File: config.mk
export PLATFORM = sky130hd
export DESIGN_NAME = fault_watch_timer
export DESIGN_NICKNAME = d
export VERILOG_FILES = /design/src/hdl/fault_watch_pkg.sv /design/src/hdl/fault_watch_timer.sv
export SDC_FILE = /design/constraint.sdc
export NUM_CORES = 1
export LEC_CHECK = 0
export BUFFER_PORTS_ARGS = -buffer_cell sky130_fd_sc_hd__buf_2
export CAP_MARGIN = 10
export CORE_MARGIN = 8
export CORE_UTILIZATION = 35
export CTS_CLUSTER_DIAMETER = 80
export DETAILED_ROUTE_END_ITERATION = 7
export SLEW_MARGIN = 5
export SYNTH_ARGS = -nofsm -noshare
export SYNTH_HDL_FRONTEND = slang
export SYNTH_SLANG_ARGS = --single-unit
File: constraint.sdc
create_clock -name aclk -period 2 [get_ports aclk]
set_clock_uncertainty 0.05 [all_clocks]
set_input_delay 0.4 -clock aclk [delete_from_list [all_inputs] [get_ports aclk]]
set_output_delay 0.4 -clock aclk [all_outputs]
set_load 0.02 [all_outputs]
File: src/hdl/fault_watch_pkg.sv
// constants and carrier types shared by the fault watch timer
package fault_watch_pkg;

  // ---------------------------------------------------------------
  // register map (printed offsets are indexes, byte address = 4 x)
  // ---------------------------------------------------------------
  localparam int ADDR_W = 12;                       // axi byte address width
  localparam logic [7:0] CTRL_IDX = 8'h2a;          // watchdog_control_reg index
  localparam logic [7:0] CFG_IDX = 8'h2b;           // watch_cfg_status index
  localparam logic [11:0] CTRL_ADDR = {2'h0, CTRL_IDX, 2'h0};
  localparam logic [11:0] CFG_ADDR = {2'h0, CFG_IDX, 2'h0};

  // ---------------------------------------------------------------
  // field layout and reset values
  // ---------------------------------------------------------------
  localparam logic [7:0] CTRL_RST = 8'h7f;          // disabled, count at top
  localparam int ACT_POS = 7;                       // activation_bit
  localparam int TOP_POS = 6;                       // counter_top_bit
  localparam logic [6:0] WRAP_FROM = 7'h40;         // 40h -> 3Fh wrap fires
  localparam int CFG_PIE_POS = 0;                   // periodic_irq_enable, rw
  localparam int CFG_HALTOPT_POS = 1;               // halt_reset_option strap, ro
  localparam int CFG_ALWAYS_POS = 2;                // always-on strap, ro
  localparam int CFG_HALTED_POS = 4;                // in halt (either phase), ro
  localparam int CFG_AHALT_POS = 5;                 // in active-halt, ro
  localparam int CFG_START_POS = 6;                 // start-up delay running, ro
  localparam int CFG_RST_POS = 7;                   // reset pulse under way, ro

  // ---------------------------------------------------------------
  // timing
  // ---------------------------------------------------------------
  localparam int CLK_PERIOD_NS = 4;                 // aclk at 250 MHz
  localparam int DIV_CYC = 16384;                   // clocks per decrement
  localparam int RST_PULSE_NS = 30000;              // reset pulse, 30 us typical
  localparam int RST_PULSE_CYC = (RST_PULSE_NS + CLK_PERIOD_NS - 1) / CLK_PERIOD_NS;
  localparam int START_SHORT_CYC = 256;             // short start-up delay
  localparam int START_LONG_CYC = 4096;             // long start-up delay

  // ---------------------------------------------------------------
  // bus answers and register select codes
  // ---------------------------------------------------------------
  localparam logic [1:0] RESP_OKAY = 2'h0;
  localparam logic [1:0] RESP_SLVERR = 2'h2;
  localparam logic [1:0] SEL_NONE = 2'h0;
  localparam logic [1:0] SEL_CTRL = 2'h1;
  localparam logic [1:0] SEL_CFG = 2'h2;

  // ---------------------------------------------------------------
  // types
  // ---------------------------------------------------------------
  typedef enum logic [2:0] {
    ST_RUN,
    ST_HALT_DEC,
    ST_HALT_FROZEN,
    ST_ACTIVE_HALT,
    ST_STARTUP
  } wd_state_t;

  // core events, same clock as aclk
  typedef struct packed {
    logic halt_exec;                                // halt instruction, 1-cycle pulse
    logic periodic_irq;                             // time-base interrupt, level
  } cpu_evt_t;

  // option straps from pins
  typedef struct packed {
    logic always_on;                                // hardware watchdog option
    logic halt_reset;                               // halt_reset_option
    logic long_start;                               // 1: 4096 clocks, 0: 256
  } straps_t;

endpackage : fault_watch_pkg

File: src/hdl/fault_watch_timer.sv
// fault watch timer: free-running 7-bit watchdog with axi4-lite registers
`timescale 1ns/100ps

// Summary of operation
// decrement count once per 16384 clocks
// active and 40h to 3Fh wrap: reset pulse
// counter runs always; inactive wrap is harmless
// software refreshes with values C0h to FFh
// low six bits choose the timeout
// disabled after reset; activation only set
// active write with top bit clear resets
// writes never clear the divider
// halt resets if active, option set, no irq
// plain halt: one decrement, then frozen, quiet
// external wake restarts after start-up delay
// reset leaves watchdog disabled unless always-on
// active-halt freezes; irq resumes, reset delays
// always-on option forces the watchdog active
// software should refresh just before halt
// control reg: activation bit 7, count 6:0, 7Fh
// reads show live count; writes load both
module fault_watch_timer #(
  parameter int DIV = fault_watch_pkg::DIV_CYC,          // clocks per decrement
  parameter int RST_CYC = fault_watch_pkg::RST_PULSE_CYC // reset pulse length
) (
  input wire logic aclk,
  input wire logic aresetn,
  // axi4-lite slave
  input wire logic [fault_watch_pkg::ADDR_W-1:0] s_axi_awaddr,
  input wire logic s_axi_awvalid,
  output logic s_axi_awready,
  input wire logic [31:0] s_axi_wdata,
  input wire logic [3:0] s_axi_wstrb,
  input wire logic s_axi_wvalid,
  output logic s_axi_wready,
  output logic [1:0] s_axi_bresp,
  output logic s_axi_bvalid,
  input wire logic s_axi_bready,
  input wire logic [fault_watch_pkg::ADDR_W-1:0] s_axi_araddr,
  input wire logic s_axi_arvalid,
  output logic s_axi_arready,
  output logic [31:0] s_axi_rdata,
  output logic [1:0] s_axi_rresp,
  output logic s_axi_rvalid,
  input wire logic s_axi_rready,
  // core side
  input wire fault_watch_pkg::cpu_evt_t cpu_evt,
  input wire logic ext_irq_pin,
  input wire fault_watch_pkg::straps_t strap_pins,
  output logic sys_reset_n
);

  // ---------------------------------------------------------------
  // widths and state record
  // ---------------------------------------------------------------
  localparam int PW = $clog2(DIV);                  // divider width
  localparam int RW = $clog2(RST_CYC + 1);          // pulse counter width
  localparam int SW = $clog2(fault_watch_pkg::START_LONG_CYC + 1);

  typedef struct packed {
    fault_watch_pkg::wd_state_t st;                 // run / halt phases
    logic act;                                      // activation_bit, sticky
    logic [6:0] cnt;                                // live count
    logic pie;                                      // periodic_irq_enable copy
    logic [PW-1:0] pre;                             // free divider
    logic reset_n;                                  // reset line, low = reset
    logic [RW-1:0] rst_cnt;                         // pulse length counter
    logic [SW-1:0] start_cnt;                       // start-up delay counter
    logic ext_s1;                                   // pin sync stage 1
    logic ext_s2;                                   // pin sync stage 2
    logic [2:0] strap_s1;                           // strap sync stage 1
    logic [2:0] strap_s2;                           // strap sync stage 2
    logic aw_got;                                   // write address held
    logic [fault_watch_pkg::ADDR_W-1:0] aw_addr;
    logic w_got;                                    // write data held
    logic [7:0] w_data;                             // only byte 0 is stored
    logic w_en;                                     // byte 0 strobe
    logic bvalid;
    logic [1:0] bresp;
    logic rvalid;
    logic [31:0] rdata;
    logic [1:0] rresp;
  } regs_t;

  // reset image: watchdog disabled, count 7Fh, start-up delay pending
  localparam regs_t REGS_RST = '{
    st: fault_watch_pkg::ST_STARTUP,
    cnt: fault_watch_pkg::CTRL_RST[6:0],
    act: fault_watch_pkg::CTRL_RST[fault_watch_pkg::ACT_POS],
    reset_n: 1'b1,
    default: '0
  };

  regs_t r;                                         // registered state
  regs_t n;                                         // next state

  // ---------------------------------------------------------------
  // address decode, shared by read and write paths
  // ---------------------------------------------------------------
  function automatic logic [1:0] reg_sel(input logic [fault_watch_pkg::ADDR_W-1:0] a);
    logic [fault_watch_pkg::ADDR_W-1:0] w;
    w = {a[fault_watch_pkg::ADDR_W-1:2], 2'h0};
    if (w == fault_watch_pkg::CTRL_ADDR)
      return fault_watch_pkg::SEL_CTRL;
    else if (w == fault_watch_pkg::CFG_ADDR)
      return fault_watch_pkg::SEL_CFG;
    else
      return fault_watch_pkg::SEL_NONE;
  endfunction : reg_sel

  // ---------------------------------------------------------------
  // handshake outputs and registered data outputs
  // ---------------------------------------------------------------
  // one write at a time: no new beat until the response is taken
  assign s_axi_awready = !r.aw_got && !r.bvalid;
  assign s_axi_wready = !r.w_got && !r.bvalid;
  assign s_axi_arready = !r.rvalid;
  assign s_axi_bvalid = r.bvalid;
  assign s_axi_bresp = r.bresp;
  assign s_axi_rvalid = r.rvalid;
  assign s_axi_rdata = r.rdata;
  assign s_axi_rresp = r.rresp;
  assign sys_reset_n = r.reset_n;

  // ---------------------------------------------------------------
  // next-state logic
  // ---------------------------------------------------------------
  always_comb
  begin
    fault_watch_pkg::straps_t opt;
    logic active;
    logic tick;
    logic fire;
    logic do_wr;
    logic [1:0] wsel;
    logic [1:0] rsel;
    logic [SW-1:0] start_last;
    n = r;
    opt = fault_watch_pkg::straps_t'(r.strap_s2);
    fire = 1'b0;
    // locals start defined so no path can leave one open
    active = 1'b0;
    tick = 1'b0;
    do_wr = 1'b0;
    wsel = fault_watch_pkg::SEL_NONE;
    rsel = fault_watch_pkg::SEL_NONE;
    start_last = '0;

    // pins pass two flops; stage 1 feeds stage 2 only
    n.ext_s1 = ext_irq_pin;
    n.ext_s2 = r.ext_s1;
    n.strap_s1 = strap_pins;
    n.strap_s2 = r.strap_s1;

    // always-on overrides the stored activation bit
    active = r.act || opt.always_on;

    // divider runs free; nothing but aresetn clears it
    tick = (r.pre == PW'(DIV - 1));
    n.pre = tick ? '0 : r.pre + 1'b1;

    start_last = opt.long_start ? SW'(fault_watch_pkg::START_LONG_CYC - 1)
                                : SW'(fault_watch_pkg::START_SHORT_CYC - 1);

    // watchdog sequencing
    case (r.st)
      fault_watch_pkg::ST_RUN:
      begin
        // count keeps going whether or not the watchdog is active
        if (tick)
        begin
          n.cnt = r.cnt - 7'h01;
          // wrap fires only while active
          if (r.cnt == fault_watch_pkg::WRAP_FROM && active)
            fire = 1'b1;
        end
        if (cpu_evt.halt_exec)
        begin
          if (active && opt.halt_reset && !r.pie)
            fire = 1'b1;
          else if (r.pie)
            n.st = fault_watch_pkg::ST_ACTIVE_HALT;
          else
            n.st = fault_watch_pkg::ST_HALT_DEC;
        end
      end
      fault_watch_pkg::ST_HALT_DEC:
      begin
        // one last decrement, never a reset, then freeze
        if (tick)
        begin
          n.cnt = r.cnt - 7'h01;
          n.st = fault_watch_pkg::ST_HALT_FROZEN;
        end
      end
      fault_watch_pkg::ST_HALT_FROZEN:
      begin
        // an external interrupt or a watchdog reset pulse leaves; aresetn covers reset exit
        if (r.ext_s2)
        begin
          n.st = fault_watch_pkg::ST_STARTUP;
          n.start_cnt = '0;
        end
      end
      fault_watch_pkg::ST_ACTIVE_HALT:
      begin
        // counter frozen; either interrupt resumes at once
        if (r.ext_s2 || cpu_evt.periodic_irq)
          n.st = fault_watch_pkg::ST_RUN;
      end
      fault_watch_pkg::ST_STARTUP:
      begin
        // oscillator start-up wait, counter frozen
        n.start_cnt = r.start_cnt + 1'b1;
        if (r.start_cnt == start_last)
          n.st = fault_watch_pkg::ST_RUN;
      end
      default:
      begin
        n.st = fault_watch_pkg::ST_RUN;
      end
    endcase

    // write channel: address and data taken in either order
    if (s_axi_awvalid && s_axi_awready)
    begin
      n.aw_got = 1'b1;
      n.aw_addr = s_axi_awaddr;
    end
    if (s_axi_wvalid && s_axi_wready)
    begin
      n.w_got = 1'b1;
      n.w_data = s_axi_wdata[7:0];
      n.w_en = s_axi_wstrb[0];
    end
    do_wr = r.aw_got && r.w_got && !r.bvalid;
    wsel = reg_sel(r.aw_addr);
    if (do_wr)
    begin
      n.aw_got = 1'b0;
      n.w_got = 1'b0;
      n.bvalid = 1'b1;
      n.bresp = (wsel == fault_watch_pkg::SEL_NONE) ? fault_watch_pkg::RESP_SLVERR
                                                    : fault_watch_pkg::RESP_OKAY;
      if (wsel == fault_watch_pkg::SEL_CTRL && r.w_en)
      begin
        // both fields at once; activation can only be set
        n.act = r.act || r.w_data[fault_watch_pkg::ACT_POS];
        n.cnt = r.w_data[6:0];
        // top bit cleared with watchdog on: reset right away
        if ((active || r.w_data[fault_watch_pkg::ACT_POS]) &&
            !r.w_data[fault_watch_pkg::TOP_POS])
          fire = 1'b1;
      end
      else if (wsel == fault_watch_pkg::SEL_CFG && r.w_en)
      begin
        n.pie = r.w_data[fault_watch_pkg::CFG_PIE_POS];
      end
    end
    if (r.bvalid && s_axi_bready)
      n.bvalid = 1'b0;

    // read channel: answer registered one cycle after the address
    rsel = reg_sel(s_axi_araddr);
    if (s_axi_arvalid && s_axi_arready)
    begin
      n.rvalid = 1'b1;
      n.rresp = fault_watch_pkg::RESP_OKAY;
      if (rsel == fault_watch_pkg::SEL_CTRL)
        n.rdata = {24'h000000, r.act, r.cnt};
      else if (rsel == fault_watch_pkg::SEL_CFG)
        n.rdata = {24'h000000, !r.reset_n,
                   r.st == fault_watch_pkg::ST_STARTUP,
                   r.st == fault_watch_pkg::ST_ACTIVE_HALT,
                   r.st == fault_watch_pkg::ST_HALT_DEC ||
                   r.st == fault_watch_pkg::ST_HALT_FROZEN,
                   1'b0, opt.always_on, opt.halt_reset, r.pie};
      else
      begin
        n.rdata = 32'h00000000;
        n.rresp = fault_watch_pkg::RESP_SLVERR;
      end
    end
    if (r.rvalid && s_axi_rready)
      n.rvalid = 1'b0;

    // reset pulse; a second trigger during the pulse is ignored
    if (!r.reset_n)
    begin
      n.rst_cnt = r.rst_cnt + 1'b1;
      if (r.rst_cnt == RW'(RST_CYC - 1))
        n.reset_n = 1'b1;
    end
    else if (fire)
    begin
      n.reset_n = 1'b0;
      n.rst_cnt = '0;
      // the reset it causes leaves the watchdog disabled unless always-on
      n.act = fault_watch_pkg::CTRL_RST[fault_watch_pkg::ACT_POS];
      n.cnt = fault_watch_pkg::CTRL_RST[6:0];
      n.st = fault_watch_pkg::ST_RUN;
    end
  end

  // ---------------------------------------------------------------
  // state register
  // ---------------------------------------------------------------
  // system reset always lands disabled with 7Fh; always-on is a strap
  always_ff @(posedge aclk)
  begin
    if (!aresetn)
      r <= REGS_RST;
    else
      r <= n;
  end

endmodule : fault_watch_timer

==> flow_summary.ini, run 1 <==
[timing]
setup-tns-final_ns = 0
hold_viol = 0
relSlewSlack = 0.563
worst_slew_pin_slew_ns = 0.655
clock.fmax_mhz = 523
rsz0062_at_grt = false
fin_crit_sh = 0.956
final-max-slew-violation-count = 0
finalSetupViolations = 0
post-route-min-period_ns = 1.91

[clocking]
clock_sinks = 94
root_buffer = clkbuf_16
postCtsSetupBuffers = 0
clk_latency_ns = 0.34
clockBufferDepth = 2
path_clk_slew_ns = 0.07
cts_max_level = 3
numCtsBuffers = 9
cts_tree = built

[global_routing]
grt_overflow = 0
grt_pass1_wl_um = 18000
grt_pass1_vias = 3914
grt_max_degree = 28
antenna_found_initial = 0
globalRouteTotalUtil = 0.131

[die]
die_w_um = 130
pin_count = 115
rows = 41
die_y_um = 130
design.core.area_sq_um = 12600
die_area_sq_um = 16800
initial_core_util = 0.359

[critical_path]
path_class = flop to flop
cp_data_arrival_time_ns = 2.13
r2r_end = r[74]$_SDFFE_PN0P_
worstSetupStartpointType = flop
r2r_cells = 3
worstPathMaxFanout = 9
end_kind = flop
r2r-start = r[121]$_SDFF_PN1_
reg2reg_slack_ns = 0.09
cp.required_ns = 2.22

[drt]
dr_total_vias = 3855
vias_per_cell = 4.98
dr.first_iter.drc_count = 241
dr.pass1.iters = 4
drc = 0
routed_wl_um = 10600
routedWlPerCell_um = 13.8
ant_nets = 0

[synth]
async_reset_ff_frac = 0
synth_cell_types = 62
synth_common_cells = dfxtp_1 (94), nand2_1 (71), a21oi_1 (53)
yosysMostFrequentCell = dfxtp_1
synth.top_cell.area_share = 0.415
synth_area_sq_um = 4530
syn_area_per_cell_sq_um = 8.35
synth-seq-cells = 94
synthCells = 543
synth.area.top_cells = dfxtp_1 (42%), buf_4 (6.1%), nand2_1 (5.9%), a21oi_1 (5.9%), nor2_1 (4.0%)
ys_seq_area_frac = 0.415
ys.flop_type = dfxtp_1
synth-edff-count = 0
synth_top_cell_by_area = dfxtp_1
synth_warnings = 0

[place]
dp_hpwl_um = 8020
place_inst = 757
place_area_sq_um = 4910
gp_congestion = 0.797
io_buffers = 57

[final_layout]
final_area_sq_um = 5250
drive_gt1_frac = 0.180
instances_no_fill = 774
syn_to_final_growth_pct = 15.7
final_nets = 673

[power]
peakVddDrop_mv = 0.474
p_leak_nw = 2.05
powerDensity_nw_per_um2 = 782

[hold_path]
hp-start = ext_irq_pin
hold_class = primary input to flop
hold_depth = 2
min_to = n[67]$_SDFF_PN0_

[outcome]
status = finished clean

[run]
drv_cap = 0
worst max path at each step:
stage                                  from                      to  slack, ns  cells after the start
after floorplan            r[96]$_SDFF_PP0_      r[91]$_SDFFE_PN0P_       0.08                      7
after global placement    r[111]$_SDFF_PN1_  sys_reset_n$_SDFF_PN1_       0.12                      7
after detailed placement   r[96]$_SDFF_PP0_  sys_reset_n$_SDFF_PN1_       0.09                      7
after CTS                 r[111]$_SDFF_PN1_      r[83]$_SDFFE_PN0P_       0.08                      7
after global routing      r[112]$_SDFF_PN1_  sys_reset_n$_SDFF_PN1_       0.01                      7
final                     r[121]$_SDFF_PN1_      r[74]$_SDFFE_PN0P_       0.09                      3
routing by layer:
| layer | GRT usage | vias up | wire length (um) |
|---|---|---|---|
| met5 | 0 | - | 0 |
| met4 | 0.0307 | 0 | 97 |
| met3 | 0.0420 | 8 | 542 |
| met2 | 0.226 | 83 | 5150 |
| met1 | 0.155 | 1827 | 4850 |
| li1 | - | 1937 | - |
power by group:
part | internal [mW] | total, mW | leakage, nW | switching [mW]
sequential | 1.92 | 1.97 | 0.765 | 0.0414
combinational | 0.106 | 0.304 | 1.13 | 0.197
clock | 1.13 | 1.83 | 0.157 | 0.705
total | 3.16 | 4.10 | 2.05 | 0.944
state kept, by name, summed over array words and instances (netlist names):
name	cells
s_axi_rresp	1
r	77
n	4
s_axi_rdata	8
s_axi_bvalid	1
sys_reset_n	1
s_axi_bresp	1
s_axi_rvalid	1
timing repair:
action / CTS / global route
setup endpoints to repair: 0 / 16
gates resized for setup: 0 / 4
hold buffers: 0 / 0
through the flow:
| step | hold WS [ns] | power (mW) | utilization | worst slack, ns |
|---|---|---|---|---|
| after floorplan | 0.362 | 2.24 | - | 0.0754 |
| after global placement | 0.371 | 2.30 | 0.389 | 0.122 |
| after detailed placement | 0.371 | 2.31 | 0.389 | 0.0925 |
| after CTS | 0.197 | 4.15 | 0.414 | 0.0794 |
| after global routing | 0.206 | 4.27 | 0.415 | 0.0113 |
| final | 0.209 | 4.10 | 0.416 | 0.0878 |
logic make-up (layout without fill, tap and decap cells):
kind of cell,after synthesis,in the layout,share of synthesized area
and+or+nand+nor,247,247,0.299
other,1,27,0.000827
DFF,94,94,0.415
buffers and inverters,71,104,0.0927
xor gates and xnor gates,19,19,0.0367
adders and majority gates,4,4,0.0110
AOI/OAI and AO/OA,99,99,0.126
muxes,8,8,0.0190
final cells by class:
class / instances / area [sq um]
Antenna cell: 1 / 2.50
Timing Repair Buffer: 74 / 438
Clock buffer: 12 / 246
Fill cell: 1304 / 7370
Tap cell: 172 / 215
Clock inverter: 4 / 70.1
Inverter: 14 / 52.6
Sequential cell: 94 / 1880
Multi-Input combinational cell: 403 / 2340
critical path, stage by stage (launching register included):
cell     delay (ns)
dfxtp_1        0.56
or3b_1         0.53
or4_1          0.55
a21oi_1        0.15
cells in the final DEF (no fill, tap or decap), types with 6 or more instances in the layout:
cell,count
dfxtp_1,92
nand2_1,71
buf_2,57
a21oi_1,53
nor2_1,48
nand3_1,32
conb_1,26
o21ai_0,17
and2_1,15
buf_4,15
inv_1,14
xnor2_1,11
nor3_1,10
nand4_1,9
clkbuf_16,9
or3_1,8
xor2_1,8
nand2b_1,6
and4_1,6
(Power assumes the default switching activity.)
==> inputs of run 2 (changes only) <==
--- a/config.mk
+++ b/config.mk
@@ -5,12 +5,13 @@
 export SDC_FILE = /design/constraint.sdc
 export NUM_CORES = 1
 export LEC_CHECK = 0
-export BUFFER_PORTS_ARGS = -buffer_cell sky130_fd_sc_hd__buf_2
 export CAP_MARGIN = 10
 export CORE_MARGIN = 8
 export CORE_UTILIZATION = 35
 export CTS_CLUSTER_DIAMETER = 80
 export DETAILED_ROUTE_END_ITERATION = 7
+export DONT_BUFFER_PORTS = 1
+export GPL_TIMING_DRIVEN = 0
 export SLEW_MARGIN = 5
 export SYNTH_ARGS = -nofsm -noshare
 export SYNTH_HDL_FRONTEND = slang
==> run 2 against run 1 <==
Final area down 1.1%. Register-to-register slack about the same. Maximum frequency up 0.22%. Clock power down 9%. Worst setup slack better by 0.0042 ns. Sequential cell count unchanged. Non-clock buffer count down 15. Largest cell class unchanged.
==> flow_summary.ini, run 2 (same netlist as run 1, synthesis figures left out) <==
[outcome]
status = finished clean

[timing]
final-max-slew-violation-count = 0
clock.fmax_mhz = 524
fin_crit_sh = 0.954
relSlewSlack = 0.578
hold_viol = 0
rsz0062_at_grt = true
worst_slew_pin_slew_ns = 0.633
hold_ws_ns = 0.106
post-route-min-period_ns = 1.91
finalSetupViolations = 0

[critical_path]
cp.required_ns = 2.19
critical_path.max_stage_delay_ns = 0.33
reg2reg_slack_ns = 0.09
cp_slowest_cell = nor4b_4
r2r_end = r[91]$_SDFFE_PN0P_
worstPathMaxFanout = 9
cp_cell_sequence = buf_2 -> nor4b_4 -> nor3b_4 -> a22oi_1 -> and3_1 -> buf_6 -> a31o_1
r2r_cells = 7
cp_data_arrival_time_ns = 2.10
path_class = flop to flop
worstSetupStartpointType = flop
end_kind = flop
r2r-start = r[120]$_SDFF_PN0_

[hold_path]
hold_class = primary input to flop
hold_depth = 1
min_to = s_axi_rvalid$_SDFFE_PP0P_
hp-start = s_axi_rready

[global_routing]
grt_overflow = 0
grt_max_degree = 15
antenna_found_initial = 0
grt_pass1_wl_um = 17200
globalRouteTotalUtil = 0.129
grt_pass1_vias = 3626

[clocking]
clockBufferDepth = 2
clk_latency_ns = 0.35
cts_max_level = 3
path_clk_slew_ns = 0.06
root_buffer = clkbuf_16
clock_sinks = 94
cts_tree = built
numCtsBuffers = 9

[run]
drv_cap = 0

[die]
pin_count = 115
design.core.area_sq_um = 12600
initial_core_util = 0.359
die_w_um = 130
die_area_sq_um = 16800
die_y_um = 130
rows = 41

[place]
gp_congestion = 0.807
dp_hpwl_um = 7960
io_buffers = 0
place_inst = 740

[final_layout]
drive_gt1_frac = 0.143
syn_to_final_growth_pct = 14.4
final_common_cell = dfxtp_1
diodes = 0
instances_no_fill = 758
final_nets = 658
layout_common_cells = dfxtp_1 (90), nand2_1 (71), a21oi_1 (53), nor2_1 (48), buf_4 (40)
largest_register_ffs = 77
regMostFlops = r

[drt]
routed_wl_um = 10500
dr_total_vias = 3716
vias_per_cell = 4.90
dr.first_iter.drc_count = 194
dr.pass1.iters = 4
routedWlPerCell_um = 13.8
ant_nets = 0
drc = 0

[power]
peakVddDrop_mv = 0.550
p_leak_nw = 1.99
powerDensity_nw_per_um2 = 756
-- run 2: cell count changes in the layout (fill, tap and decap cells not counted), sizes merged --
cell and delta:
buf -26, clkbuf +11, bufinv -1, clkinvlp +1, diode -1
-- run 2: worst max-delay path by stage --
stage                                  from            endpoint  slack (ns)  cells past startpoint
after global routing      r[120]$_SDFF_PN0_  r[91]$_SDFFE_PN0P_      -0.008                      7
after CTS                 r[120]$_SDFF_PN0_  r[91]$_SDFFE_PN0P_       0.009                      7
after detailed placement   r[96]$_SDFF_PP0_  r[91]$_SDFFE_PN0P_       -0.17                      7
after floorplan            r[96]$_SDFF_PP0_  r[91]$_SDFFE_PN0P_        0.08                      7
final                     r[120]$_SDFF_PN0_  r[91]$_SDFFE_PN0P_        0.09                      7
after global placement     r[96]$_SDFF_PP0_  r[91]$_SDFFE_PN0P_       -0.15                      7
-- run 2: per-stage QoR --
step / TNS, ns / utilization / instance area, sq um / setup slack [ns] / total power [mW]
finish: 0 / 0.411 / 5190 / 0.0920 / 3.92
global route: -0.00761 / 0.411 / 5190 / -0.00761 / 4.11
CTS: 0 / 0.407 / 5140 / 0.00925 / 3.97
detailed placement: -2.85 / 0.384 / 4840 / -0.167 / 2.30
global placement: -2.28 / 0.384 / 4840 / -0.150 / 2.29
floorplan: 0 / - / 4630 / 0.0754 / 2.24
-- run 2: layer usage --
layer | global-route usage | vias up | wire length (um)
met5 | 0 | - | 0
met3 | 0.0432 | 18 | 693
met4 | 0.0526 | 0 | 197
met2 | 0.205 | 90 | 4760
met1 | 0.158 | 1700 | 4840
li1 | - | 1908 | -
-- run 2: worst max-delay path: cells and delay by family, from the launching register on --
family          cells  cell delay [ns]
simple gates        3             0.80
compound gates      2             0.34
buf+inv             2             0.32
flops               1             0.29
-- run 2: cell type report --
class,instances,area [sq um]
sequential,94,1890
tap,172,215
inverter,14,52.6
clock inverter,4,47.5
buffer,56,367
timing repair buffer,3,22.5
fill,1308,7430
clock buffer,12,236
multi-input combinational,403,2360
-- run 2: power breakdown --
part	switching [mW]	leakage, nW	internal (mW)	total, mW
sequential	0.0448	0.766	1.92	1.97
combinational	0.186	1.09	0.106	0.292
clock	0.696	0.137	0.965	1.66
total	0.926	1.99	3.00	3.92
-- run 2: what timing repair did --
item / 4_1_cts / 5_1_grt
hold buffers: 0 / 0
buffers inserted: 2 / 1
pin swaps: 1 / 1
endpoints found under the setup margin: 31 / 26
resized for setup: 1 / 11
